<file path="src/design/cvr_pkg.sv">
// Package: register map, field positions and timing constants of the codec control registers
package cvr_pkg;
   localparam int unsigned CVR_AW          = 4;
   // Register indices; byte address is four times the index
   localparam logic [3:0]  IDX_MIXCTL      = 4'h3;
   localparam logic [3:0]  IDX_LVOL        = 4'h4;
   localparam logic [3:0]  IDX_RVOL        = 4'h5;
   localparam logic [3:0]  IDX_CAPCTL      = 4'h6;
   localparam logic [3:0]  IDX_MODE2       = 4'h7;
   localparam logic [3:0]  IDX_PARTID      = 4'h8;
   localparam logic [3:0]  IDX_FRAME       = 4'h9;
   // Reset values
   localparam logic [7:0]  RST_MIXCTL      = 8'h20;
   localparam logic [7:0]  RST_VOL         = 8'h00;
   localparam logic [7:0]  RST_CAPCTL      = 8'h00;
   localparam logic [7:0]  RST_MODE2       = 8'h01;
   // Writable masks
   localparam logic [7:0]  MSK_MIXCTL      = 8'h30;
   localparam logic [7:0]  MSK_CAPCTL      = 8'h3f;
   localparam logic [7:0]  MSK_MODE2       = 8'h1f;
   // Field positions
   localparam int unsigned B_MUTE          = 7;
   localparam int unsigned B_SOFT          = 5;
   localparam int unsigned B_ZC            = 4;
   localparam int unsigned B_DITHER        = 5;
   localparam int unsigned B_CAPFMT        = 4;
   localparam int unsigned B_CMUTE_R       = 3;
   localparam int unsigned B_CMUTE_L       = 2;
   localparam int unsigned B_HPD_R         = 1;
   localparam int unsigned B_HPD_L         = 0;
   localparam int unsigned B_LOOP          = 4;
   localparam int unsigned B_COMBINE       = 3;
   localparam int unsigned B_FREEZE        = 2;
   localparam int unsigned B_HCEN          = 1;
   localparam int unsigned B_LPWR          = 0;
   // Level in 1/8 dB units: 7 bits of dB plus 3 fraction bits
   localparam int unsigned LVL_W           = 10;
   localparam logic [LVL_W-1:0] LVL_MUTE   = 10'h3ff;
   localparam logic [2:0]  RAMP_FRAMES     = 3'h0;
   localparam int unsigned ZC_TIMEOUT_MIN  = 512;
   localparam int unsigned ZC_TIMEOUT_MAX  = 1024;
   localparam logic [10:0] ZC_TIMEOUT      = 11'h200;
   typedef enum logic [1:0] {
      CVR_CHG_NOW  = 2'b00,
      CVR_CHG_ZC   = 2'b01,
      CVR_CHG_RAMP = 2'b10,
      CVR_CHG_BOTH = 2'b11
   } cvr_chg_t;
endpackage

</file>
<file path="src/design/cvr_regs.sv">
// Codec control registers with Avalon-MM slave, level engine and silence indicators
//
// Functional notes
// - Playback mute bit silences the channel output
// - Silence indicator pins are active low during mute
// - Muted channel keeps output common-mode level
// - Mute follows ramp and zero-cross settings
// - Combine enabled: both mutes needed to drive both pins
// - Attenuation code equals dB, 0 to -127
// - Attenuation changes follow ramp/zero-cross bits
// - Bit 5 enables dither for 16-bit capture
// - Format bit: 0 left-justified, 1 I2S
// - Per-channel capture mute bits silence samples
// - High-pass disable holds offset, still subtracted
// - Loopback routes capture data into playback
// - Combine makes each pin AND of conditions
// - Freeze stores mix, volume and capture writes, applies all on release
// - Host control enable resets to zero
// - Low power bit resets to one
// - Low power keeps all register contents
// - Identification register read-only, part and revision
// - Ramp steps 1/8 dB, 1 dB per 8 frames
// - Zero-cross wait per channel, timeout 512-1024 samples
// - Mode pair 00 now, 01 zc, 10 ramp, 11 both
//
// Register access over Avalon-MM was chosen for this implementation.
`timescale 1ns/1ns
module cvr_regs
   import cvr_pkg::*;
#(
   parameter logic [3:0] PART_CODE = 4'h5,  // Arbitrary value
   parameter logic [3:0] REV_CODE  = 4'h2   // Arbitrary value
) (
   input  wire logic             clk,
   input  wire logic             resetn,
   input  wire logic [CVR_AW-1:0] avs_address,
   input  wire logic             avs_read,
   input  wire logic             avs_write,
   input  wire logic [31:0]      avs_writedata,
   input  wire logic [3:0]       avs_byteenable,
   output logic      [31:0]      avs_readdata,
   output logic                  avs_waitrequest,
   input  wire logic             frame_sync_clock,
   input  wire logic             left_zero_cross,
   input  wire logic             right_zero_cross,
   output logic                  left_silence_indicator_pin_n,
   output logic                  right_silence_indicator_pin_n,
   output logic [LVL_W-1:0]      left_level,
   output logic [LVL_W-1:0]      right_level,
   output logic                  left_output_silenced,
   output logic                  right_output_silenced,
   output logic                  common_mode_hold,
   output logic                  capture_dither_16bit,
   output logic                  capture_serial_format,
   output logic                  capture_mute_left,
   output logic                  capture_mute_right,
   output logic                  hpf_hold_left,
   output logic                  hpf_hold_right,
   output logic                  loopback_enable,
   output logic                  host_control_enable,
   output logic                  low_power_request
);
   if (PART_CODE > 4'hf || REV_CODE > 4'hf) begin : g_bad_id
      $error("Identity code wider than nibble");
   end

   // Register storage: shadow holds writes, active holds applied values
   logic [7:0] mix_q, lvol_q, rvol_q, cap_q, mode_q;
   logic [7:0] mix_a_q, lvol_a_q, rvol_a_q, cap_a_q;
   logic       ack_q;
   logic [2:0] fs_sync_q;
   logic       fs_tick;
   logic [2:0] zcl_sync_q, zcr_sync_q;
   logic       fs_lvl_q, zcl_lvl_q, zcr_lvl_q;

   // Bus decode
   wire        req        = (avs_read | avs_write) & ~ack_q;
   wire        wr_en      = avs_write & ~ack_q & avs_byteenable[0];
   wire [7:0]  wd         = avs_writedata[7:0];
   wire        hit_mix    = avs_address == IDX_MIXCTL;
   wire        hit_lvol   = avs_address == IDX_LVOL;
   wire        hit_rvol   = avs_address == IDX_RVOL;
   wire        hit_cap    = avs_address == IDX_CAPCTL;
   wire        hit_mode   = avs_address == IDX_MODE2;
   wire        hit_id     = avs_address == IDX_PARTID;
   wire        freeze     = mode_q[B_FREEZE];
   wire [7:0]  rd_mux     = hit_mix  ? mix_q  :
                            hit_lvol ? lvol_q :
                            hit_rvol ? rvol_q :
                            hit_cap  ? cap_q  :
                            hit_mode ? mode_q :
                            hit_id   ? {PART_CODE, REV_CODE} :
                            8'h00;

   // One wait cycle per access; answer on the second edge of the request
   always_ff @(posedge clk or negedge resetn) begin
      if (!resetn) begin
         ack_q           <= 1'b0;
         avs_waitrequest <= 1'b1;
         avs_readdata    <= 32'h0000_0000;
      end else begin
         ack_q           <= req;
         avs_waitrequest <= ~req;
         avs_readdata    <= req ? {24'h00_0000, rd_mux} : avs_readdata;
      end
   end

   // Shadow registers; reserved bits masked off, identification never written
   always_ff @(posedge clk or negedge resetn) begin
      if (!resetn) begin
         mix_q  <= RST_MIXCTL;
         lvol_q <= RST_VOL;
         rvol_q <= RST_VOL;
         cap_q  <= RST_CAPCTL;
         mode_q <= RST_MODE2;
      end else if (wr_en) begin
         if (hit_mix)  mix_q  <= wd & MSK_MIXCTL;
         if (hit_lvol) lvol_q <= wd;
         if (hit_rvol) rvol_q <= wd;
         if (hit_cap)  cap_q  <= wd & MSK_CAPCTL;
         if (hit_mode) mode_q <= wd & MSK_MODE2;
      end
   end

   // Apply shadow to active unless frozen; low power leaves contents alone
   always_ff @(posedge clk or negedge resetn) begin
      if (!resetn) begin
         mix_a_q  <= RST_MIXCTL;
         lvol_a_q <= RST_VOL;
         rvol_a_q <= RST_VOL;
         cap_a_q  <= RST_CAPCTL;
      end else if (!freeze) begin
         mix_a_q  <= mix_q;
         lvol_a_q <= lvol_q;
         rvol_a_q <= rvol_q;
         cap_a_q  <= cap_q;
      end
   end

   // Pin synchronisers: change counts when stages two and three agree
   always_ff @(posedge clk or negedge resetn) begin
      if (!resetn) begin
         fs_sync_q  <= 3'h0;
         zcl_sync_q <= 3'h0;
         zcr_sync_q <= 3'h0;
         fs_lvl_q   <= 1'b0;
         zcl_lvl_q  <= 1'b0;
         zcr_lvl_q  <= 1'b0;
      end else begin
         fs_sync_q  <= {fs_sync_q[1:0], frame_sync_clock};
         zcl_sync_q <= {zcl_sync_q[1:0], left_zero_cross};
         zcr_sync_q <= {zcr_sync_q[1:0], right_zero_cross};
         fs_lvl_q   <= (fs_sync_q[1] == fs_sync_q[2]) ? fs_sync_q[2] : fs_lvl_q;
         zcl_lvl_q  <= (zcl_sync_q[1] == zcl_sync_q[2]) ? zcl_sync_q[2] : zcl_lvl_q;
         zcr_lvl_q  <= (zcr_sync_q[1] == zcr_sync_q[2]) ? zcr_sync_q[2] : zcr_lvl_q;
      end
   end
   assign fs_tick = fs_sync_q[1] & fs_sync_q[2] & ~fs_lvl_q;

   wire cvr_chg_t chg_mode = cvr_chg_t'(mix_a_q[B_SOFT:B_ZC]);
   wire zcl = zcl_sync_q[1] & zcl_sync_q[2] & ~zcl_lvl_q;
   wire zcr = zcr_sync_q[1] & zcr_sync_q[2] & ~zcr_lvl_q;

   // Targets: mute drives level to floor, else code times eight
   wire [LVL_W-1:0] tgt_l = lvol_a_q[B_MUTE] ? LVL_MUTE : {lvol_a_q[6:0], 3'h0};
   wire [LVL_W-1:0] tgt_r = rvol_a_q[B_MUTE] ? LVL_MUTE : {rvol_a_q[6:0], 3'h0};

   logic lmute_done, rmute_done;
   cvr_level u_left (
      .clk       (clk),
      .resetn    (resetn),
      .chg_mode  (chg_mode),
      .fs_tick   (fs_tick),
      .zc        (zcl),
      .target    (tgt_l),
      .level     (left_level),
      .at_floor  (lmute_done)
   );
   cvr_level u_right (
      .clk       (clk),
      .resetn    (resetn),
      .chg_mode  (chg_mode),
      .fs_tick   (fs_tick),
      .zc        (zcr),
      .target    (tgt_r),
      .level     (right_level),
      .at_floor  (rmute_done)
   );

   // Mute conditions and indicator combining
   wire lm    = lvol_a_q[B_MUTE];
   wire rm    = rvol_a_q[B_MUTE];
   wire comb  = mode_q[B_COMBINE];
   wire l_act = comb ? (lm & rm) : lm;
   wire r_act = comb ? (lm & rm) : rm;

   always_ff @(posedge clk or negedge resetn) begin
      if (!resetn) begin
         left_silence_indicator_pin_n  <= 1'b1;
         right_silence_indicator_pin_n <= 1'b1;
         left_output_silenced          <= 1'b0;
         right_output_silenced         <= 1'b0;
         common_mode_hold              <= 1'b0;
      end else begin
         left_silence_indicator_pin_n  <= ~l_act;
         right_silence_indicator_pin_n <= ~r_act;
         left_output_silenced          <= lm & lmute_done;
         right_output_silenced         <= rm & rmute_done;
         common_mode_hold              <= lm | rm;
      end
   end

   // Capture and mode outputs
   always_ff @(posedge clk or negedge resetn) begin
      if (!resetn) begin
         capture_dither_16bit  <= 1'b0;
         capture_serial_format <= 1'b0;
         capture_mute_left     <= 1'b0;
         capture_mute_right    <= 1'b0;
         hpf_hold_left         <= 1'b0;
         hpf_hold_right        <= 1'b0;
         loopback_enable       <= 1'b0;
         host_control_enable   <= 1'b0;
         low_power_request     <= 1'b1;
      end else begin
         capture_dither_16bit  <= cap_a_q[B_DITHER];
         capture_serial_format <= cap_a_q[B_CAPFMT];
         capture_mute_left     <= cap_a_q[B_CMUTE_L];
         capture_mute_right    <= cap_a_q[B_CMUTE_R];
         hpf_hold_left         <= cap_a_q[B_HPD_L];
         hpf_hold_right        <= cap_a_q[B_HPD_R];
         loopback_enable       <= mode_q[B_LOOP];
         host_control_enable   <= mode_q[B_HCEN];
         low_power_request     <= mode_q[B_LPWR];
      end
   end
endmodule // cvr_regs

// Per-channel level engine: immediate, zero-cross, ramp or both
module cvr_level
   import cvr_pkg::*;
(
   input  wire logic             clk,
   input  wire logic             resetn,
   input  wire cvr_chg_t         chg_mode,
   input  wire logic             fs_tick,
   input  wire logic             zc,
   input  wire logic [LVL_W-1:0] target,
   output logic      [LVL_W-1:0] level,
   output logic                  at_floor
);
   logic [10:0] zc_cnt_q;
   wire ramp   = chg_mode[1];
   wire zcen   = chg_mode[0];
   wire diff   = level != target;
   wire zc_ok  = !zcen || zc || (zc_cnt_q >= ZC_TIMEOUT);
   // Combined mode steps on a crossing at once, on a frame tick after timeout
   wire upd    = diff && zc_ok && (!ramp || fs_tick || (zcen && zc));
   wire [LVL_W-1:0] nxt = (level < target) ? level + 10'h001 : level - 10'h001;

   // 8 steps of 1/8 dB per 8 frames: one step per frame
   always_ff @(posedge clk or negedge resetn) begin
      if (!resetn) begin
         level    <= {LVL_W{1'b0}};
         zc_cnt_q <= 11'h000;
      end else begin
         // Timeout restarts after every applied step
         zc_cnt_q <= (!diff || zc || upd) ? 11'h000 : (fs_tick ? zc_cnt_q + 11'h001 : zc_cnt_q);
         if (upd) begin
            if (!ramp) begin
               level <= target;
            end else begin
               level <= nxt;
            end
         end
      end
   end
   assign at_floor = level == LVL_MUTE;
endmodule // cvr_level

</file>
<file path="config.mk">
export PLATFORM = sky130hd
export DESIGN_NAME = cvr_regs
export DESIGN_NICKNAME = d
export VERILOG_FILES = /design/src/design/cvr_pkg.sv /design/src/design/cvr_regs.sv
export SDC_FILE = /design/constraint.sdc
export NUM_CORES = 1
export LEC_CHECK = 0
export ABC_AREA = 1
export BUFFER_PORTS_ARGS = -buffer_cell sky130_fd_sc_hd__buf_2
export CAP_MARGIN = 0
export CORE_AREA = 2 2 140 142
export CTS_BUF_LIST = sky130_fd_sc_hd__clkbuf_2 sky130_fd_sc_hd__clkbuf_4 sky130_fd_sc_hd__clkbuf_8
export CTS_CLUSTER_DIAMETER = 40
export DETAILED_ROUTE_END_ITERATION = 12
export DIE_AREA = 0 0 142 144
export GPL_ROUTABILITY_DRIVEN = 0
export MAX_ROUTING_LAYER = met4
export PLACE_DENSITY = 0.59
export SLEW_MARGIN = 40
export SYNTH_ARGS = -nofsm -noshare
export SYNTH_HDL_FRONTEND = slang
export SYNTH_HIERARCHICAL = 1
export SYNTH_SLANG_ARGS = --single-unit
export TNS_END_PERCENT = 30
</file>
<file path="constraint.sdc">
create_clock -name clk -period 5.7 [get_ports clk]
set_input_delay 0.855 -clock clk [delete_from_list [all_inputs] [get_ports clk]]
set_output_delay 0.855 -clock clk [all_outputs]
set_load 0.02 [all_outputs]
</file>
==> impl_metrics.json, run 1 <==
{
  "maxCapViolations": 0,
  "yosysSeqAreaShare_pct": 44.2,
  "synth_seq_cells": 131,
  "drv_slew": 0,
  "hp-class": "flop to flop",
  "synth_top_area_share_pct": 41.7,
  "syn_avg_cell_area_um2": 8.63,
  "yosysWarnings": 6,
  "drc_errors": 0,
  "synth.distinct_cells": 50,
  "worst_slew_pin_slew_ns": 0.707,
  "crit_chain": "or2_2, inv_1, ha_1, nand2_1, inv_1, a21oi_1, nand3_1, ha_1, nand2_1, o21ai_1, nand4_1, nand3_1, nand3_1, nand3_1, nand2_1",
  "grt_pass1_wl_um": 26300,
  "cts_sinks": 131,
  "htreeDepth": 4,
  "synth_cells": 863,
  "clk_pin_slew_ns": 0.08,
  "p_per_area_nw_per_um2": 498,
  "clk_path_buf_depth": 2,
  "crit_path_end_kind": "flop",
  "critPathMaxFanout": 18,
  "start_util_pct": 39.0,
  "area_growth_pct": 11.1,
  "hold_buffers": 0,
  "final-seq-area_um2": 3290,
  "top_layer": "met4",
  "multi_input_area_um2": 3500,
  "final_util_pct": 43.3,
  "layout_commonest_cell": "nand2_1",
  "dieHeight_um": 144,
  "p_clk_share_pct": 19.2,
  "report.final.hold_viol_count": 0,
  "post-route-min-period_ns": 3.48,
  "die_area_um2": 20400,
  "critPathArrivalTime_ns": 3.83,
  "cts_setup_buffers": 0,
  "yosys-top-cells-area": "dfrtp_1 (42%), nand2_1 (11%), ha_1 (6.9%)",
  "cellInternalPower_mw": 2.25,
  "drt-met1-wl_um": 7420,
  "drtPass1Iterations": 6,
  "hpwlAfterDp_um": 11500,
  "avgViaCountPerCell": 4.72,
  "status": "complete, no violations",
  "grt_max_degree": 95,
  "cts-root-buf": "clkbuf_8",
  "fin_tns_setup_ns": 0,
  "drt_iter0_markers": 250,
  "grt_setup_unrepaired": "no",
  "p_sw_mw": 1.86,
  "maxClockFrequency_ghz": 0.287,
  "wirelength_um": 15600,
  "synth_largest_area_cell": "dfrtp_1",
  "grt_pass1_vias": 5262,
  "grt_antenna_before_repair": 0,
  "slowest_stage": "dfrtp_1",
  "finalClockSkew_ns": 0.0106,
  "diodes": 0,
  "sw_frac_of_total_pct": 45.3,
  "fillers": 1912,
  "wl_met2_um": 7400,
  "ctsResizeCount": 0,
  "met3_length_um": 573,
  "p_seq_share_pct": 31.1,
  "finalSetupViolations": 0,
  "power_leakage_nw": 4.35,
  "cts_buffers": 17,
  "portBuffers": 62,
  "grt_overflow": 0,
  "final_cell_mix": "nand2_1 (228), dfrtp_1 (124), inv_1 (105)",
  "postRouteAntennaNets": 0,
  "coreArea_um2": 19100,
  "via_count": 5574,
  "syn_area_um2": 7440,
  "critPathRequiredTime_ns": 6.04,
  "worst-setup-path-type": "flop to flop",
  "fin_nets": 1020,
  "drive_gt1_share_pct": 22.7,
  "wl_per_cell_um": 13.2,
  "cp_common_cell": "nand3_1",
  "dieWidth_um": 142,
  "ios": 114,
  "clk-insertion-delay-late_ns": 0.46,
  "start_kind": "flop",
  "finalCritPeriodShare_pct": 61.1,
  "ir_worst_vdd_mv": 0.155,
  "cts_tree": "yes",
  "combPwrFrac_pct": 49.7,
  "critPathMaxStageDelay_ns": 0.58,
  "rows": 51,
  "grt_usage_pct": 16.9,
  "slew_headroom_pct": 52.8
}
## logic make-up (layout without fill, tap and decap cells)
| family | count (synthesis) | after routing | synth area share (%) |
|---|---|---|---|
| AOI/OAI and AO/OA | 114 | 114 | 9.85 |
| xor gates and xnor gates | 17 | 17 | 2.00 |
| adders and majority gates | 43 | 43 | 7.43 |
| buffers and inverters | 157 | 214 | 10.0 |
| DFF | 131 | 131 | 44.2 |
| muxes | 14 | 14 | 2.12 |
| other | 1 | 24 | 0.0504 |
| and+or+nand+nor | 386 | 386 | 24.4 |
## Yosys cell counts (all sizes together)
cell type and n:
nor4 2, clkbuf 7, nor2 62, nand3b 1, nand4 13, o22ai 1, ha 41, inv 116
o32ai 2, o21ai 72, and3 3, dfstp 7, or2 16, nor3b 4, conb 1, clkinv 1
mux2 14, o21bai 4, buf 33, nand3 37, a21o 2, a21oi 27, o21a 1, nor3 7
a31oi 4, xor2 13, nand2 241, xnor2 4, dfrtp 124, fa 2, a31o 1
## state kept, by name, indices dropped and copies added, names as in the netlist, 2 cells and up
register	cells
u_left/zc_cnt_q	11
u_right/zc_cnt_q	11
u_left/level	10
u_right/level	10
avs_readdata	8
lvol_a_q	8
lvol_q	8
rvol_a_q	8
rvol_q	8
cap_a_q	6
cap_q	6
mode_q	5
fs_sync_q	3
zcl_sync_q	3
zcr_sync_q	3
mix_a_q	2
mix_q	2
## per-layer routing
metal / global-route usage [%] / vias to the layer above
met1: 22.4 / 2594
met2: 26.2 / 110
li1: - / 2853
met5: - / -
met3: 3.71 / 17
met4: 4.89 / 0
## critical path: cells and delay by family, from the launching register on
kind            cells  cell delay [ns]
compound gates      2             0.45
fa+ha+maj           2             0.77
buf+inv             2             0.15
flops               1             0.58
simple gates        9             1.43
## final timing paths
| kind | startpoint | endpoint | slack [ns] | cells after the start |
|---|---|---|---|---|
| max | lvol_a_q[7] | u_left/level[8] | 2.22 | 15 |
| min | zcl_sync_q[0] | zcl_sync_q[1] | 0.35 | 0 |
| max reg2reg | lvol_a_q[7] | u_left/level[8] | 2.22 | 15 |
| min reg2reg | zcl_sync_q[0] | zcl_sync_q[1] | 0.35 | 0 |
| max in group asynchronous | resetn | mix_q[5] | 4.30 | 2 |
| min in group asynchronous | resetn | u_right/zc_cnt_q[3] | 0.42 | 1 |
## cell type report
class	count	area share (%)
multi-input cells	598	42.3
clock buffers	18	2.92
repair buffers	65	4.15
flip-flops and latches	131	39.7
well taps	238	3.60
inverters	117	5.40
clock inverters	14	1.88
## power by group through the flow
stage | sequential (mW) | combinational [mW] | clock, mW
2_1_floorplan | 1.33 | 1.55 | 0
3_3_place_gp | 1.30 | 2.02 | 0
3_5_place_dp | 1.30 | 2.05 | 0
4_1_cts | 1.29 | 2.06 | 0.818
5_1_grt | 1.31 | 2.34 | 0.856
6_report | 1.28 | 2.04 | 0.792
## stage by stage
stage	power, mW	area (µm²)	std cells	setup slack (ns)	hold slack [ns]
final	4.12	8270	1181	2.22	0.352
after detailed placement	3.36	7870	1149	2.22	0.336
after floorplan	2.88	7530	886	2.72	0.331
after global placement	3.32	7870	1149	2.27	0.336
after global routing	4.51	8270	1181	1.79	0.371
after CTS	4.17	8270	1181	2.20	0.357
No activity file was read; power rests on OpenSTA's default activity.
==> inputs of run 2 (changes only) <==
--- a/config.mk
+++ b/config.mk
@@ -15,7 +15,7 @@
 export DIE_AREA = 0 0 142 144
 export GPL_ROUTABILITY_DRIVEN = 0
 export MAX_ROUTING_LAYER = met4
-export PLACE_DENSITY = 0.59
+export PLACE_DENSITY = 0.61
 export SLEW_MARGIN = 40
 export SYNTH_ARGS = -nofsm -noshare
 export SYNTH_HDL_FRONTEND = slang
==> constraint.sdc (replaced) <==
create_clock -name clk -period 3.2 [get_ports clk]
set_input_delay 0.48 -clock clk [delete_from_list [all_inputs] [get_ports clk]]
set_output_delay 0.48 -clock clk [all_outputs]
set_load 0.02 [all_outputs]
==> run 2 against run 1 <==
Sequential share of layout area is 1.3 points lower. Clock power is 78% higher. Fmax is 17% higher. Critical endpoint is now u_left/level[9]. Cell area is 3.4% higher. Hold slack worse by 0.21 ns. Highest routed layer unchanged.
==> impl_metrics.json, run 2 (synthesized netlist as in run 1, its figures left out) <==
{
  "clk-insertion-delay-late_ns": 0.44,
  "grt_pass1_vias": 5260,
  "die_area_um2": 20400,
  "portBuffers": 62,
  "cp_common_cell": "nand2_1",
  "layout_commonest_cell": "nand2_1",
  "r2r-start": "lvol_a_q[7]",
  "use_met2_pct": 27.2,
  "grt-busiest-layer": "met2",
  "postRouteAntennaNets": 0,
  "cts_sinks": 131,
  "clk_path_buf_depth": 2,
  "ir_worst_vdd_mv": 0.322,
  "dieHeight_um": 144,
  "slew_headroom_pct": 50.4,
  "cts-root-buf": "clkbuf_8",
  "power.total_mw": 7.91,
  "crit_path_end_kind": "flop",
  "finalClockSkew_ns": 0.00921,
  "via_count": 5589,
  "slowest_stage": "dfrtp_2",
  "htreeDepth": 4,
  "cp_num_buf_inv": 5,
  "dieWidth_um": 142,
  "hp-start": "left_zero_cross",
  "final_util_pct": 44.8,
  "finalCritPeriodShare_pct": 92.9,
  "fin_nets": 1042,
  "start_util_pct": 39.0,
  "clk_pin_slew_ns": 0.08,
  "wirelength_um": 15900,
  "report.final.hold_viol_count": 0,
  "final_cell_mix": "nand2_1 (227), dfrtp_1 (122), inv_1 (105)",
  "maxClockFrequency_ghz": 0.336,
  "grt_usage_pct": 16.7,
  "r2r_cells": 20,
  "drv_slew": 0,
  "fillers": 1908,
  "critPathRequiredTime_ns": 3.53,
  "reg_top3": "u_left/zc_cnt_q: 11 flops, u_right/zc_cnt_q: 11 flops",
  "post-route-min-period_ns": 2.97,
  "status": "complete, no violations",
  "hold_path_end": "zcl_sync_q[0]",
  "grt_antenna_before_repair": 0,
  "drt_iter0_markers": 296,
  "cts_buffers": 17,
  "cts_tree": "yes",
  "drive_gt1_share_pct": 26.3,
  "coreArea_um2": 19100,
  "worst-setup-path-type": "flop to flop",
  "area_growth_pct": 14.9,
  "critPathMaxStageDelay_ns": 0.45,
  "reg2reg_to": "u_left/level[9]",
  "multi_input_area_um2": 3590,
  "grt_pass1_wl_um": 26100,
  "critPathMaxFanout": 10,
  "power_leakage_nw": 4.46,
  "grt_max_degree": 101,
  "drtPass1Iterations": 4,
  "rrSetupSlack_ns": 0.23,
  "worst_slew_pin_slew_ns": 0.743,
  "grt_util_met3_pct": 2.78,
  "critPathTopFamily": "simple AND/OR/NAND/NOR gates",
  "avgViaCountPerCell": 4.65,
  "ios": 114,
  "wl_per_cell_um": 13.2,
  "critPathArrivalTime_ns": 3.30,
  "rows": 51,
  "start_kind": "flop",
  "grt_overflow": 0,
  "drc_errors": 0,
  "met1_usage_pct": 21.5,
  "hp-class": "input pin to flop",
  "final-seq-area_um2": 3290,
  "maxCapViolations": 0,
  "min_path_cells": 1,
  "hpwlAfterDp_um": 11700,
  "diodes": 0,
  "p_per_area_nw_per_um2": 926,
  "cp.depth": 20,
  "crit_chain": "buf_4, or2_2, inv_1, ha_1, nand2_1, nor2_2, nand3_1, nand3_1, buf_6, ha_1, nand2_1, inv_1, a21oi_1, nand2_1, nor2_2, inv_1, nand2_1, nand3_1, nand2_1, nand2_1",
  "finalSetupViolations": 0
}
-- run 2: through the flow --
stage          setup WS, ns  hold slack [ns]  cell area, µm²  TNS [ns]  instances
2_1_floorplan         0.220            0.184            7530         0        886
3_3_place_gp          0.149            0.335            8010         0       1166
3_5_place_dp          0.111            0.335            8010         0       1166
4_1_cts              0.0898            0.109            8420         0       1199
5_1_grt             -0.0213            0.103            8550   -0.0213       1203
6_report              0.228            0.140            8550         0       1203
-- run 2: metal layers --
metal  part of all wire (%)  wire (µm)
met3                    2.3        368
met4                    1.0        165
met2                     49       7760
met5                      0          0
met1                     48       7580
-- run 2: worst max-delay path by stage --
stage / startpoint / endpoint / slack, ns
global placement: lvol_a_q[7] / u_left/level[8] / 0.15
floorplan: rvol_a_q[7] / u_right/level[6] / 0.22
CTS: lvol_a_q[7] / u_left/level[8] / 0.09
detailed placement: lvol_a_q[7] / u_left/level[8] / 0.11
finish: lvol_a_q[7] / u_left/level[9] / 0.23
global route: lvol_a_q[7] / u_left/level[9] / -0.02
-- run 2: where the power goes --
| group | internal (mW) | switching [mW] |
|---|---|---|
| Sequential | 1.96 | 0.298 |
| Clock | 0.732 | 0.679 |
| Combinational | 1.74 | 2.51 |
| Total | 4.43 | 3.49 |
-- run 2: area by class of cell --
class	instances	area share, %
clock buffer	19	2.99
clock inverter	13	1.74
inverter	117	5.22
multi-input combinational	598	42.0
sequential	131	38.5
tap	238	3.48
timing repair buffer	87	6.12
-- run 2: worst register-to-register path: stages (launching register included) --
cell	delay, ns
dfrtp_2	0.45
buf_4	0.17
or2_2	0.29
inv_1	0.09
ha_1	0.23
nand2_1	0.08
nor2_2	0.05
nand3_1	0.09
nand3_1	0.10
buf_6	0.16
ha_1	0.31
nand2_1	0.11
inv_1	0.04
a21oi_1	0.16
nand2_1	0.08
nor2_2	0.11
inv_1	0.05
nand2_1	0.06
nand3_1	0.09
nand2_1	0.08
nand2_1	0.04
-- run 2: repair_timing --
item,CTS,global route
resized for setup,0,22
hold buffers,1,0
endpoints found under the hold margin,31,0
setup buffers,0,4
setup endpoints to repair,0,10
